## src/shared/isle_pkg.sv

```systemverilog
// isle_pkg: opcodes, field positions, reset values for the increment/or-literal executor
// assumes a 14-bit instruction word and an 8-bit data path
package isle_pkg;
  localparam int          INSTR_W        = 14;
  localparam int          DATA_W         = 8;
  localparam int          FADDR_W        = 7;
  // opcode field position
  localparam int          OPC_HI         = 13;
  localparam int          OPC_LO         = 8;
  // destination select bit position
  localparam int          DEST_BIT       = 7;
  // file address and literal field positions
  localparam int          FADDR_HI       = 6;
  localparam int          LIT_HI         = 7;
  // opcodes (top six bits)
  localparam logic [5:0]  OPC_INC_SKIP   = 6'h0F;
  localparam logic [5:0]  OPC_INC_FILE   = 6'h0A;
  localparam logic [5:0]  OPC_OR_LIT     = 6'h38;
  // destination select values
  localparam logic        DEST_WREG      = 1'b0;
  localparam logic        DEST_FILE      = 1'b1;
  // reset values and byte constants
  localparam logic [7:0]  WREG_RST       = 8'h00;
  localparam logic        ZFLAG_RST      = 1'b0;
  localparam logic [7:0]  ONE_8          = 8'h01;
  localparam logic [7:0]  ZERO_8         = 8'h00;

  typedef enum logic [1:0] {
    ISLE_OP_NONE,
    ISLE_OP_INC_SKIP,
    ISLE_OP_INC_FILE,
    ISLE_OP_OR_LIT
  } isle_op_t;
endpackage : isle_pkg

```

## src/verilog/isle_decode.sv

```systemverilog
// isle_decode: splits an instruction word into operation, destination, address, literal
// assumes a valid 14-bit word from the fetch stage; purely combinational
`timescale 1ns/1ns
`default_nettype none
module isle_decode (
  input  wire logic [13:0]         instr,
  output isle_pkg::isle_op_t       op,
  output logic                     dest_sel,
  output logic [6:0]               faddr,
  output logic [7:0]               literal
);
  // opcode field
  wire logic [5:0] opc_w = instr[isle_pkg::OPC_HI:isle_pkg::OPC_LO];

  wire logic is_inc_skip = (opc_w == isle_pkg::OPC_INC_SKIP);
  wire logic is_inc_file = (opc_w == isle_pkg::OPC_INC_FILE);
  wire logic is_or_lit   = (opc_w == isle_pkg::OPC_OR_LIT);

  // operation select, others fall to none
  assign op = is_inc_skip ? isle_pkg::ISLE_OP_INC_SKIP :
              is_inc_file ? isle_pkg::ISLE_OP_INC_FILE :
              is_or_lit   ? isle_pkg::ISLE_OP_OR_LIT   : isle_pkg::ISLE_OP_NONE;

  // field extraction
  assign dest_sel = instr[isle_pkg::DEST_BIT];
  assign faddr    = instr[isle_pkg::FADDR_HI:0];
  assign literal  = instr[isle_pkg::LIT_HI:0];
endmodule : isle_decode
`default_nettype wire

```

## src/verilog/isle_exec.sv

```systemverilog
// isle_exec: executes increment-skip, increment and or-literal instructions
// assumes fetch presents one word per instruction cycle with instr_valid, and
// the register file returns the addressed byte combinationally on file_rdata
//
// Contract
// - 001111 decodes increment-and-skip, d, 7-bit address
// - 001010 decodes plain increment, same layout
// - d=0 writes result to working register
// - d=1 writes result back to file
// - zero skip result discards fetched next instruction
// - skip runs no-operation, two cycles total
// - increment wraps eight bits, FF to 00
// - 111000 decodes literal or, 8-bit literal
// - or working register with literal
// - or result to working register, one cycle
`timescale 1ns/1ns
`default_nettype none
module isle_exec (
  input  wire logic                clk_sys,
  input  wire logic                arst_n,
  input  wire logic                instr_valid,  // instruction word present this cycle
  input  wire logic [13:0]         instr,
  output logic [6:0]               file_addr,    // read and write address to file
  input  wire logic [7:0]          file_rdata,
  output logic                     file_we,      // one-cycle write strobe
  output logic [7:0]               file_wdata,
  output logic [7:0]               wreg,         // working register
  output logic                     zflag,        // zero flag of status
  output logic                     skip_active,  // current slot is a no_operation
  output logic                     instr_done    // one instruction completed
);
  isle_pkg::isle_op_t op;
  logic                dest_sel;
  logic [6:0]          faddr;
  logic [7:0]          literal;

  logic [7:0]          wreg_q;
  logic [7:0]          wreg_d;
  logic                zflag_q;
  logic                zflag_d;
  logic                skip_q;
  logic                skip_d;

  // field decode
  isle_decode u_decode (
    .instr    (instr),
    .op       (op),
    .dest_sel (dest_sel),
    .faddr    (faddr),
    .literal  (literal)
  );

  // a word is executed only when valid and not in the discarded slot
  wire logic exec_en   = instr_valid && !skip_q;
  wire logic is_skip   = (op == isle_pkg::ISLE_OP_INC_SKIP);
  wire logic is_inc    = (op == isle_pkg::ISLE_OP_INC_FILE);
  wire logic is_or     = (op == isle_pkg::ISLE_OP_OR_LIT);
  wire logic any_inc   = is_skip || is_inc;

  wire logic [7:0] inc_res = file_rdata + isle_pkg::ONE_8;
  wire logic [7:0] or_res  = wreg_q | literal;
  wire logic       inc_zero = (inc_res == isle_pkg::ZERO_8);
  wire logic       or_zero  = (or_res == isle_pkg::ZERO_8);

  // file port: address always from the word, write only for d=1 increments
  assign file_addr  = faddr;
  assign file_we    = exec_en && any_inc && (dest_sel == isle_pkg::DEST_FILE);
  assign file_wdata = inc_res;

  // next working register, zero flag and skip state
  always_comb begin
    wreg_d  = wreg_q;
    zflag_d = zflag_q;
    skip_d  = 1'b0;           // discarded slot lasts one instruction
    if (exec_en) begin
      case (op)
        isle_pkg::ISLE_OP_INC_SKIP: begin
          if (dest_sel == isle_pkg::DEST_WREG) begin
            wreg_d = inc_res;
          end
          skip_d = inc_zero;
        end
        isle_pkg::ISLE_OP_INC_FILE: begin
          if (dest_sel == isle_pkg::DEST_WREG) begin
            wreg_d = inc_res;
          end
          zflag_d = inc_zero;
        end
        isle_pkg::ISLE_OP_OR_LIT: begin
          wreg_d  = or_res;
          zflag_d = or_zero;
        end
        default: begin
          wreg_d  = wreg_q;
        end
      endcase
    end else if (skip_q && !instr_valid) begin
      skip_d = 1'b1;          // hold discard until the fetched word arrives
    end
  end

  // state registers
  always_ff @(posedge clk_sys or negedge arst_n) begin
    if (!arst_n) begin
      wreg_q  <= isle_pkg::WREG_RST;
      zflag_q <= isle_pkg::ZFLAG_RST;
      skip_q  <= 1'b0;
    end else begin
      wreg_q  <= wreg_d;
      zflag_q <= zflag_d;
      skip_q  <= skip_d;
    end
  end

  assign wreg        = wreg_q;
  assign zflag       = zflag_q;
  assign skip_active = skip_q;
  // done on the one-cycle path, or at the end of the no_operation slot
  assign instr_done  = instr_valid && (skip_q || !(is_skip && inc_zero)) &&
                       (skip_q || any_inc || is_or || op == isle_pkg::ISLE_OP_NONE);
endmodule : isle_exec
`default_nettype wire

```

## config.mk

```make
export PLATFORM = sky130hd
export DESIGN_NAME = isle_exec
export DESIGN_NICKNAME = d
export VERILOG_FILES = /design/src/shared/isle_pkg.sv /design/src/verilog/isle_decode.sv /design/src/verilog/isle_exec.sv
export SDC_FILE = /design/constraint.sdc
export NUM_CORES = 1
export LEC_CHECK = 0
export ABC_AREA = 0
export ABC_CLOCK_PERIOD_IN_PS = 3550
export BUFFER_PORTS_ARGS = -buffer_cell sky130_fd_sc_hd__buf_2
export CAP_MARGIN = 15
export CORE_MARGIN = 10
export CORE_UTILIZATION = 40
export DETAILED_ROUTE_END_ITERATION = 10
export PLACE_DENSITY = 0.85
export SETUP_SLACK_MARGIN = 0.3
export SLEW_MARGIN = 20
export SYNTH_ARGS = -nofsm -noshare
export SYNTH_HDL_FRONTEND = slang
export SYNTH_SLANG_ARGS = --single-unit
```

## constraint.sdc

```tcl
create_clock -name clk_sys -period 3.55 [get_ports clk_sys]
set_clock_uncertainty 0.05 [all_clocks]
set_input_delay 0.8875 -clock clk_sys [delete_from_list [all_inputs] [get_ports clk_sys]]
set_output_delay 0.8875 -clock clk_sys [all_outputs]
set_load 0.05 [all_outputs]
```

* Yosys cells after proc, flatten, opt, wreduce, memory -nomap -nowiden
Index checks and enable logic that the tools add are counted.
** Word-level totals
- Logic and storage cells :: 44
- Bits in registers :: 10
- Output and inout bits :: 27
- Bits of input ports :: 25
** Cells by class
- Equality and inequality tests :: 7
- Add/subtract/negate cells :: 1
- Bitwise gates (word level) :: 1
- Reduce and logical (&&, ||, !) cells :: 23
- Mux-type cells :: 9
** Operator list (count)
- $logic_not 8->1 :: 2
- $pmux 8 s2 :: 1
- $eq 6x4->1 const B :: 2
- $add 8x1->8 const B :: 1
- $mux 8 :: 1
- $or 8x8->8 :: 1
- $logic_and 1x1->1 :: 7
- $eq 6x6->1 const B :: 1
- $mux 2 :: 3
- $logic_or 1x1->1 :: 5
- $eq 2x2->1 const B :: 2
- $reduce_bool 2->1 :: 2
- $logic_not 1->1 :: 3
- $mux 1 :: 3
- $reduce_and 3->1 :: 1
- $eq 2x1->1 const B :: 1
- $logic_not 2->1 :: 1
- $ne 2x2->1 const B :: 1
- $pmux 1 s2 :: 1
- $reduce_and 2->1 :: 1
- $reduce_or 2->1 :: 1

* Logic depth before layout (Yosys ltp)
Gate-level depths: netlist of run 1.
- Depth after elaboration :: 10
- Mapped depth :: 6
- Depth with buffers taken out :: 6

* Cells and area by module
A second synthesis of run 1 with hierarchy kept.
** Second synthesis, totals
- Cell total of the unflattened synthesis :: 122
- Area, all modules :: 989.7 um^2
** By module, submodules not included
- isle_exec :: times used 1, area each 818.3 um^2, cells an instance 99
- isle_decode :: times used 1, area each 171.4 um^2, cells an instance 23

* Worst setup path after synthesis of run 1
OpenSTA, ideal clock, no wires.
- Kind :: in2out
- From :: input port file_rdata[0]
- To :: output port instr_done
- Setup slack :: -222 ps
- Arrival time :: 2834 ps
- Buffers on the path :: 0
- Cell stages on the path :: 6
- Path through :: ha_1 nand3_1 xnor2_1 nor4b_1 nand2_1 o41a_1
** Between the ends
- Cells in the longest elaborated chain, start to end :: 7
** Ends and longest elaborated chain
- start, declared :: line isle_exec.sv:24 : input wire logic [7:0] file_rdata,
- $add 8x1->8 :: line isle_exec.sv:60 : wire logic [7:0] inc_res = file_rdata + isle_pkg::ONE_8;
- via file_wdata[4] :: line isle_exec.sv:26 : output logic [7:0] file_wdata,
- $logic_not 8->1 :: line isle_exec.sv:62 : wire logic inc_zero = (inc_res == isle_pkg::ZERO_8);
- $logic_and 1x1->1 :: line isle_exec.sv:119 : assign instr_done = instr_valid && (skip_q || !(is_skip && inc_zero)) &&
- $logic_not 1->1 :: line isle_exec.sv:119
- $logic_or 1x1->1 :: line isle_exec.sv:119
- $logic_and 1x1->1 (2 in a row) :: line isle_exec.sv:119
- end, declared :: line isle_exec.sv:30 : output logic instr_done
The timed path passes the listed nets, and every way through them passes these cells.

* Final worst setup path of run 1
- From :: input port file_rdata[0]
- To :: output port instr_done
** Between the ends
- Cells in the longest elaborated chain, start to end :: 7
** Ends and longest elaborated chain (line)
- $add 8x1->8 :: isle_exec.sv:60
- $logic_not 8->1 :: isle_exec.sv:62
- $logic_and 1x1->1 :: isle_exec.sv:119
- $logic_not 1->1 :: isle_exec.sv:119
- $logic_or 1x1->1 :: isle_exec.sv:119
- $logic_and 1x1->1 (2 in a row) :: isle_exec.sv:119
Every way passes these cells.

==> results_dict.tcl, run 1 <==
set metrics [dict create \
    status "complete, no violations" \
    dp_hpwl_microns 2280 \
    ios 52 \
    async_flop_share_pct 100 \
    ys_seq_elements 10 \
    crit_arrival_ps 2400 \
    grtUsageMet1_pct 13.3 \
    crit_fanout 6 \
    nets 169 \
    synth_edf_count 0 \
    grt_pass1_vias 958 \
    antenna_found_initial 0 \
    cts_tree "built" \
    dr.pass1.iters 4 \
    worst_setup_path_end_kind "output pin" \
    viasPerCell 5.44 \
    slowest_delay_ps 340 \
    critical_path_buf_inv_count 3 \
    syn_area_per_cell_sq_um 9.25 \
    r2r_setup_slack_ps 2070 \
    synth_nets 116 \
    final_cell_area_sq_mm 0.00121 \
    diodes 0 \
    worst_slew_pin_slew_ps 404 \
    vias 909 \
    leakage_nw 0.546 \
    critical_path.cell_chain "buf_2 -> buf_4 -> nand3_4 -> xnor2_2 -> nor4b_4 -> nand2_1 -> o41a_1 -> buf_6" \
    finalWeightedCongestion 0.799 \
    clockPowerShare_pct 13.9 \
    die_x_microns 65.4 \
    final_common_cell "buf_2" \
    syn_inst 89 \
    routed_wl_microns 2800 \
    power_w 0.000542 \
    fin_crit_ps 3340 \
    core_area_sq_mm 0.00196 \
    drive_gt1_share_pct 54.3 \
    portBuffers 51 \
    hp-class "input pin to async pin" \
    p_sw_share_pct 51.4 \
    met3_usage_pct 7.80 \
    startpoint "file_rdata[0]" \
    max_freq_mhz 300 \
    start_util_pct 42.0 \
    yosysSeqAreaShare_pct 30.4 \
    max_slew_margin_pct 72.9 \
    area_growth_pct 47.1 \
    slowest_stage "o41a_1" \
    final_core_util_pct 61.7 \
    startpoint_type "input pin" \
    setup_viol 0 \
    seqPwrFrac_pct 31.0 \
    p_int_w 0.000264 \
    cts.clk_slew.worst_paths_ps 60 \
    yosys_warnings 0 \
    cts_buffer_depth 2 \
    fp.dieH_microns 65.4 \
    maxCapViolations 0 \
    maxSlewViolCount 0 \
    critPathRequiredTime_ps 2610 \
    cts.sinks 10 \
    post-place-ws_ps -109 \
    row_count 16 \
    postRouteAntennaNets 0 \
    grt_use_met2_pct 19.9 \
    peakVddDrop_v 0.000257 \
    htreeDepth 1 \
    worst_slack_ps 214 \
    final_hold_viol_count 0 \
    period_share_pct 94.0 \
    busiest_layer "met2" \
    post-cts-setup-buffers 0 \
    switching_power_w 0.000278 \
    netlist_area_sq_um 823 \
    cp_top_family "simple AND/OR/NAND/NOR gates" \
    regToRegStartpoint "wreg[2]$_DFFE_PN0P_" \
    die_area_sq_mm 0.00427 \
    ys.flop_type "dfrtp_1" \
    ys_types 39 \
    grt_use_total_pct 12.5 \
    rsz0062_at_grt "true" \
    post_drt_wl_per_cell_microns 16.7 \
    clkLatencyLatePin_ps 260 \
    cts_buffers 3 \
    grt_max_degree 13 \
    worstSetupPathType "input pin to output pin" \
    power_frac_comb_pct 55.1 \
    root_buffer "clkbuf_4" \
    place_area_sq_mm 0.00111 \
    setup_tns_ps 0 \
    grt_pass1_wl_microns 4370 \
    remaining_drc_errors 0 \
    cellPowerDensity_mw_per_mm2 448 \
    drt_iter0_markers 53 \
    final_cell_mix "buf_2 (50), dfrtp_1 (10), o21a_1 (8)" \
    overflow 0 \
]
-- cell usage after synthesis, types with 3 or more instances --
cell type | number | area share, %
dfrtp_1 | 10 | 30
o21a_1 | 8 | 7.3
buf_4 | 7 | 6.4
nand2_1 | 5 | 2.3
nor4_1 | 5 | 3.8
o22a_1 | 5 | 5.3
inv_1 | 4 | 1.8
nand3_1 | 3 | 1.8
nor3_1 | 3 | 1.8
xnor2_1 | 3 | 3.2
-- path summary, 6_finish.rpt --
| kind | endpoint | cells past startpoint |
|---|---|---|
| min reg2reg | wreg[5]$_DFFE_PN0P_ | 1 |
| min | skip_active$_DFF_PN0_ | 1 |
| min in group clk_sys | wreg[5]$_DFFE_PN0P_ | 1 |
| max in group asynchronous | wreg[0]$_DFFE_PN0P_ | 1 |
| max reg2reg | zflag$_DFFE_PN0P_ | 4 |
| max | instr_done | 8 |
-- cell families (layout without fill, tap and decap cells) --
kind of cell | count (synthesis) | count (layout) | synth area share, %
and+or+nand+nor | 36 | 36 | 28.4
DFF | 10 | 10 | 30.4
xor gates and xnor gates | 4 | 4 | 4.26
adders and majority gates | 2 | 2 | 3.04
buffers and inverters | 12 | 63 | 8.81
AOI/OAI and AO/OA | 25 | 25 | 25.1
-- power by group through the flow --
stage          Combinational, W  Sequential, W  Clock (W)
6_report               0.000299       0.000168  0.0000755
5_1_grt                0.000316       0.000173  0.0000787
4_1_cts                0.000294       0.000168  0.0000748
2_1_floorplan          0.000100       0.000275          0
3_5_place_dp           0.000290       0.000170          0
3_3_place_gp           0.000286       0.000168          0
-- metrics by stage --
stage / std cells / hold slack [ps]
2_1_floorplan: 89 / 542
5_1_grt: 167 / 441
6_report: 167 / 433
3_5_place_dp: 164 / 456
3_3_place_gp: 164 / 448
4_1_cts: 167 / 439
-- state kept, by name, summed over array words and instances, names as in the netlist --
| signal | flops |
|---|---|
| skip_active | 1 |
| wreg | 8 |
| zflag | 1 |
-- final cells by class --
cell class,instances,area [sq um]
multi-input cells,67,591
well taps,27,33.8
repair buffers,56,299
clock buffers,3,22.5
inverters,4,15.0
fillers,180,751
flip-flops and latches,10,250
-- layer usage --
| layer | share of wire, % | routed length [microns] |
|---|---|---|
| met4 | 1.4 | 39 |
| met1 | 39 | 1090 |
| met5 | 0 | 0 |
| met3 | 14 | 396 |
| met2 | 46 | 1270 |
-- timing repair --
action,4_1_cts,5_1_grt
pin swaps,2,4
setup endpoints to repair,1,1
cloned,0,0
gates resized for setup,6,7
hold buffers,0,0
No activity file was read; power rests on OpenSTA's default activity.
==> run 2, diff against run 1 <==
--- a/config.mk
+++ b/config.mk
@@ -12,9 +12,10 @@
 export CORE_MARGIN = 10
 export CORE_UTILIZATION = 40
 export DETAILED_ROUTE_END_ITERATION = 10
-export PLACE_DENSITY = 0.85
+export PLACE_DENSITY = 0.81
 export SETUP_SLACK_MARGIN = 0.3
 export SLEW_MARGIN = 20
 export SYNTH_ARGS = -nofsm -noshare
 export SYNTH_HDL_FRONTEND = slang
+export SYNTH_HIERARCHICAL = 1
 export SYNTH_SLANG_ARGS = --single-unit
==> run 2 against run 1 <==
Net effect: combinational power is 13% higher; critical path depth unchanged; hold slack got worse by 0.70 ps; total power grew 7.2%; cell count is 16% higher; non-clock buffer count rose by 4; via count up 8.6%; global-route usage down 1.1 points; sequential cell count did not move; critical endpoint unchanged.
==> results_dict.tcl, run 2 <==
set metrics [dict create \
    status "complete, no violations" \
    fp.dieH_microns 69.7 \
    final_core_util_pct 59.0 \
    grt_max_degree 13 \
    critical_path_buf_inv_count 3 \
    final_hold_viol_count 0 \
    cts.clk_slew.worst_paths_ps 60 \
    yosysSeqAreaShare_pct 25.3 \
    placed_cells 187 \
    synth_area_leader_cell "dfrtp_1" \
    peakVddDrop_v 0.000239 \
    routed_wl_microns 3000 \
    viasPerCell 5.09 \
    area_growth_pct 35.8 \
    cts_buffers 3 \
    leakage_nw 0.634 \
    hp-class "input pin to async pin" \
    ys_seq_elements 10 \
    finalWeightedCongestion 0.816 \
    slowest_delay_ps 420 \
    cp_top_family "simple AND/OR/NAND/NOR gates" \
    yosys_warnings 6 \
    crit_fanout 2 \
    dp_hpwl_microns 2410 \
    rsz0062_at_grt "true" \
    final_cell_area_sq_mm 0.00134 \
    worstSetupPathType "input pin to output pin" \
    grt_pass1_wl_microns 4770 \
    wl_met3_microns 200 \
    yosys-top-cells-count "a21oi_1 (17), buf_4 (16), inv_1 (13)" \
    maxCapViolations 0 \
    core_area_sq_mm 0.00228 \
    fin_cells 194 \
    final_cell_mix "buf_2 (46), a21oi_1 (16), inv_1 (11), dfrtp_1 (10)" \
    ys_types 38 \
    grt_use_total_pct 11.4 \
    synth_edf_count 0 \
    yosysTopAreaCellShare_pct 25.3 \
    remaining_drc_errors 0 \
    crit_arrival_ps 2560 \
    maxSlewViolCount 0 \
    critical_path.cell_chain "buf_6 -> or3b_4 -> o22ai_4 -> inv_2 -> ha_4 -> or4_4 -> o311a_4 -> buf_8" \
    setup_viol 0 \
    synth_area_leaders "dfrtp_1 (25%), buf_4 (12%), a21oi_1 (8.6%)" \
    postRouteAntennaNets 0 \
    final_common_cell "buf_2" \
    regArea_sq_um 250 \
    synth_nets 152 \
    worst_slew_pin_slew_ps 501 \
    power_w 0.000581 \
    fin_crit_ps 3500 \
    max_freq_mhz 286 \
    diodes 0 \
    vias 987 \
    syn_area_per_cell_sq_um 8.11 \
    max_slew_margin_pct 66.5 \
    cts.sinks 10 \
    critPathRequiredTime_ps 2610 \
    async_flop_share_pct 100 \
    cellPowerDensity_mw_per_mm2 433 \
    route.layer.met1.wl_microns 1110 \
    netlist_area_sq_um 990 \
    grt_pass1_vias 1078 \
    cts_buffer_depth 2 \
    portBuffers 51 \
    cts_tree "built" \
    drt_iter0_markers 30 \
    syn_inst 122 \
    place_area_sq_mm 0.00121 \
    multi_input_area_sq_um 622 \
    slowest_stage "or3b_4" \
    highest_layer "met4" \
    start_util_pct 43.5 \
    dr.pass1.iters 4 \
    worst_setup_path_end_kind "output pin" \
    startpoint_type "input pin" \
    overflow 0 \
    nFillCells 210 \
    ios 52 \
    nets 198 \
    clkLatencyLatePin_ps 250 \
    largest_reg_flops 8 \
    antenna_found_initial 0 \
    period_share_pct 98.6 \
    die_area_sq_mm 0.00486 \
    htreeDepth 1 \
    root_buffer "clkbuf_4" \
    row_count 17 \
    wl_met2_microns 1640 \
    drive_gt1_share_pct 48.2 \
    setup_tns_ps 0 \
    post_drt_wl_per_cell_microns 15.4 \
    ys.flop_type "dfrtp_1" \
    synth.most_common_cell "a21oi_1" \
    die_x_microns 69.7 \
]
run 2: changes by cell type in the layout (fill, tap and decap cells not counted), moves of 4 or more:
cell and delta:
a21oi_1 +14, buf_2 -4, inv_1 +7, nand2b_1 +5, o21a_1 -7, o22a_1 -5
run 2: path summary, 6_finish.rpt:
kind                                       start                  end  slack (ps)  cells past startpoint
max                                    instr[10]           instr_done          50                      8
min                                       arst_n  wreg[4]$_DFFE_PN0P_         430                      1
max reg2reg                skip_active$_DFF_PN0_  wreg[6]$_DFFE_PN0P_        1570                      4
min reg2reg                  wreg[3]$_DFFE_PN0P_  wreg[3]$_DFFE_PN0P_         500                      2
max in group asynchronous                 arst_n  wreg[3]$_DFFE_PN0P_        2830                      1
min in group clk_sys         wreg[3]$_DFFE_PN0P_  wreg[3]$_DFFE_PN0P_         500                      2
run 2: kinds of logic after synthesis:
family / count (synthesis) / share of synthesized area (%)
and+or+nand+nor: 39 / 25.3
buffers and inverters: 32 / 18.5
AOI/OAI and AO/OA: 30 / 19.3
DFF: 10 / 25.3
xor gates and xnor gates: 6 / 5.31
adders and majority gates: 5 / 6.32
run 2: repair_timing:
item | in CTS | in global routing
hold buffers | 0 | 0
pin swaps | 3 | 1
buffers inserted | 3 | 1
resized for setup | 12 | 7
setup endpoints to repair | 2 | 2
run 2: metal layers:
layer | vias up | global-route usage [%]
met5 | - | 0
met2 | 35 | 21.8
met3 | 4 | 4.28
li1 | 497 | -
met4 | 0 | 3.26
met1 | 451 | 11.1
run 2: where the power goes:
group	internal, W	switching, W
clock network	0.0000387	0.0000309
registers	0.000150	0.0000254
logic	0.0000860	0.000251
run 2: layout make-up:
| type | count | area share (%) |
|---|---|---|
| Clock buffer | 3 | 1.68 |
| Inverter | 13 | 3.63 |
| Timing Repair Buffer | 60 | 27.2 |
| Tap cell | 28 | 2.61 |
| Multi-Input combinational cell | 80 | 46.3 |
| Sequential cell | 10 | 18.6 |
run 2: through the flow:
step	setup WS [ps]	hold slack [ps]
after CTS	63.1	436
after detailed placement	-67.1	491
final	49.8	432
after global routing	27.7	433
after floorplan	192	542
after global placement	-28.8	473
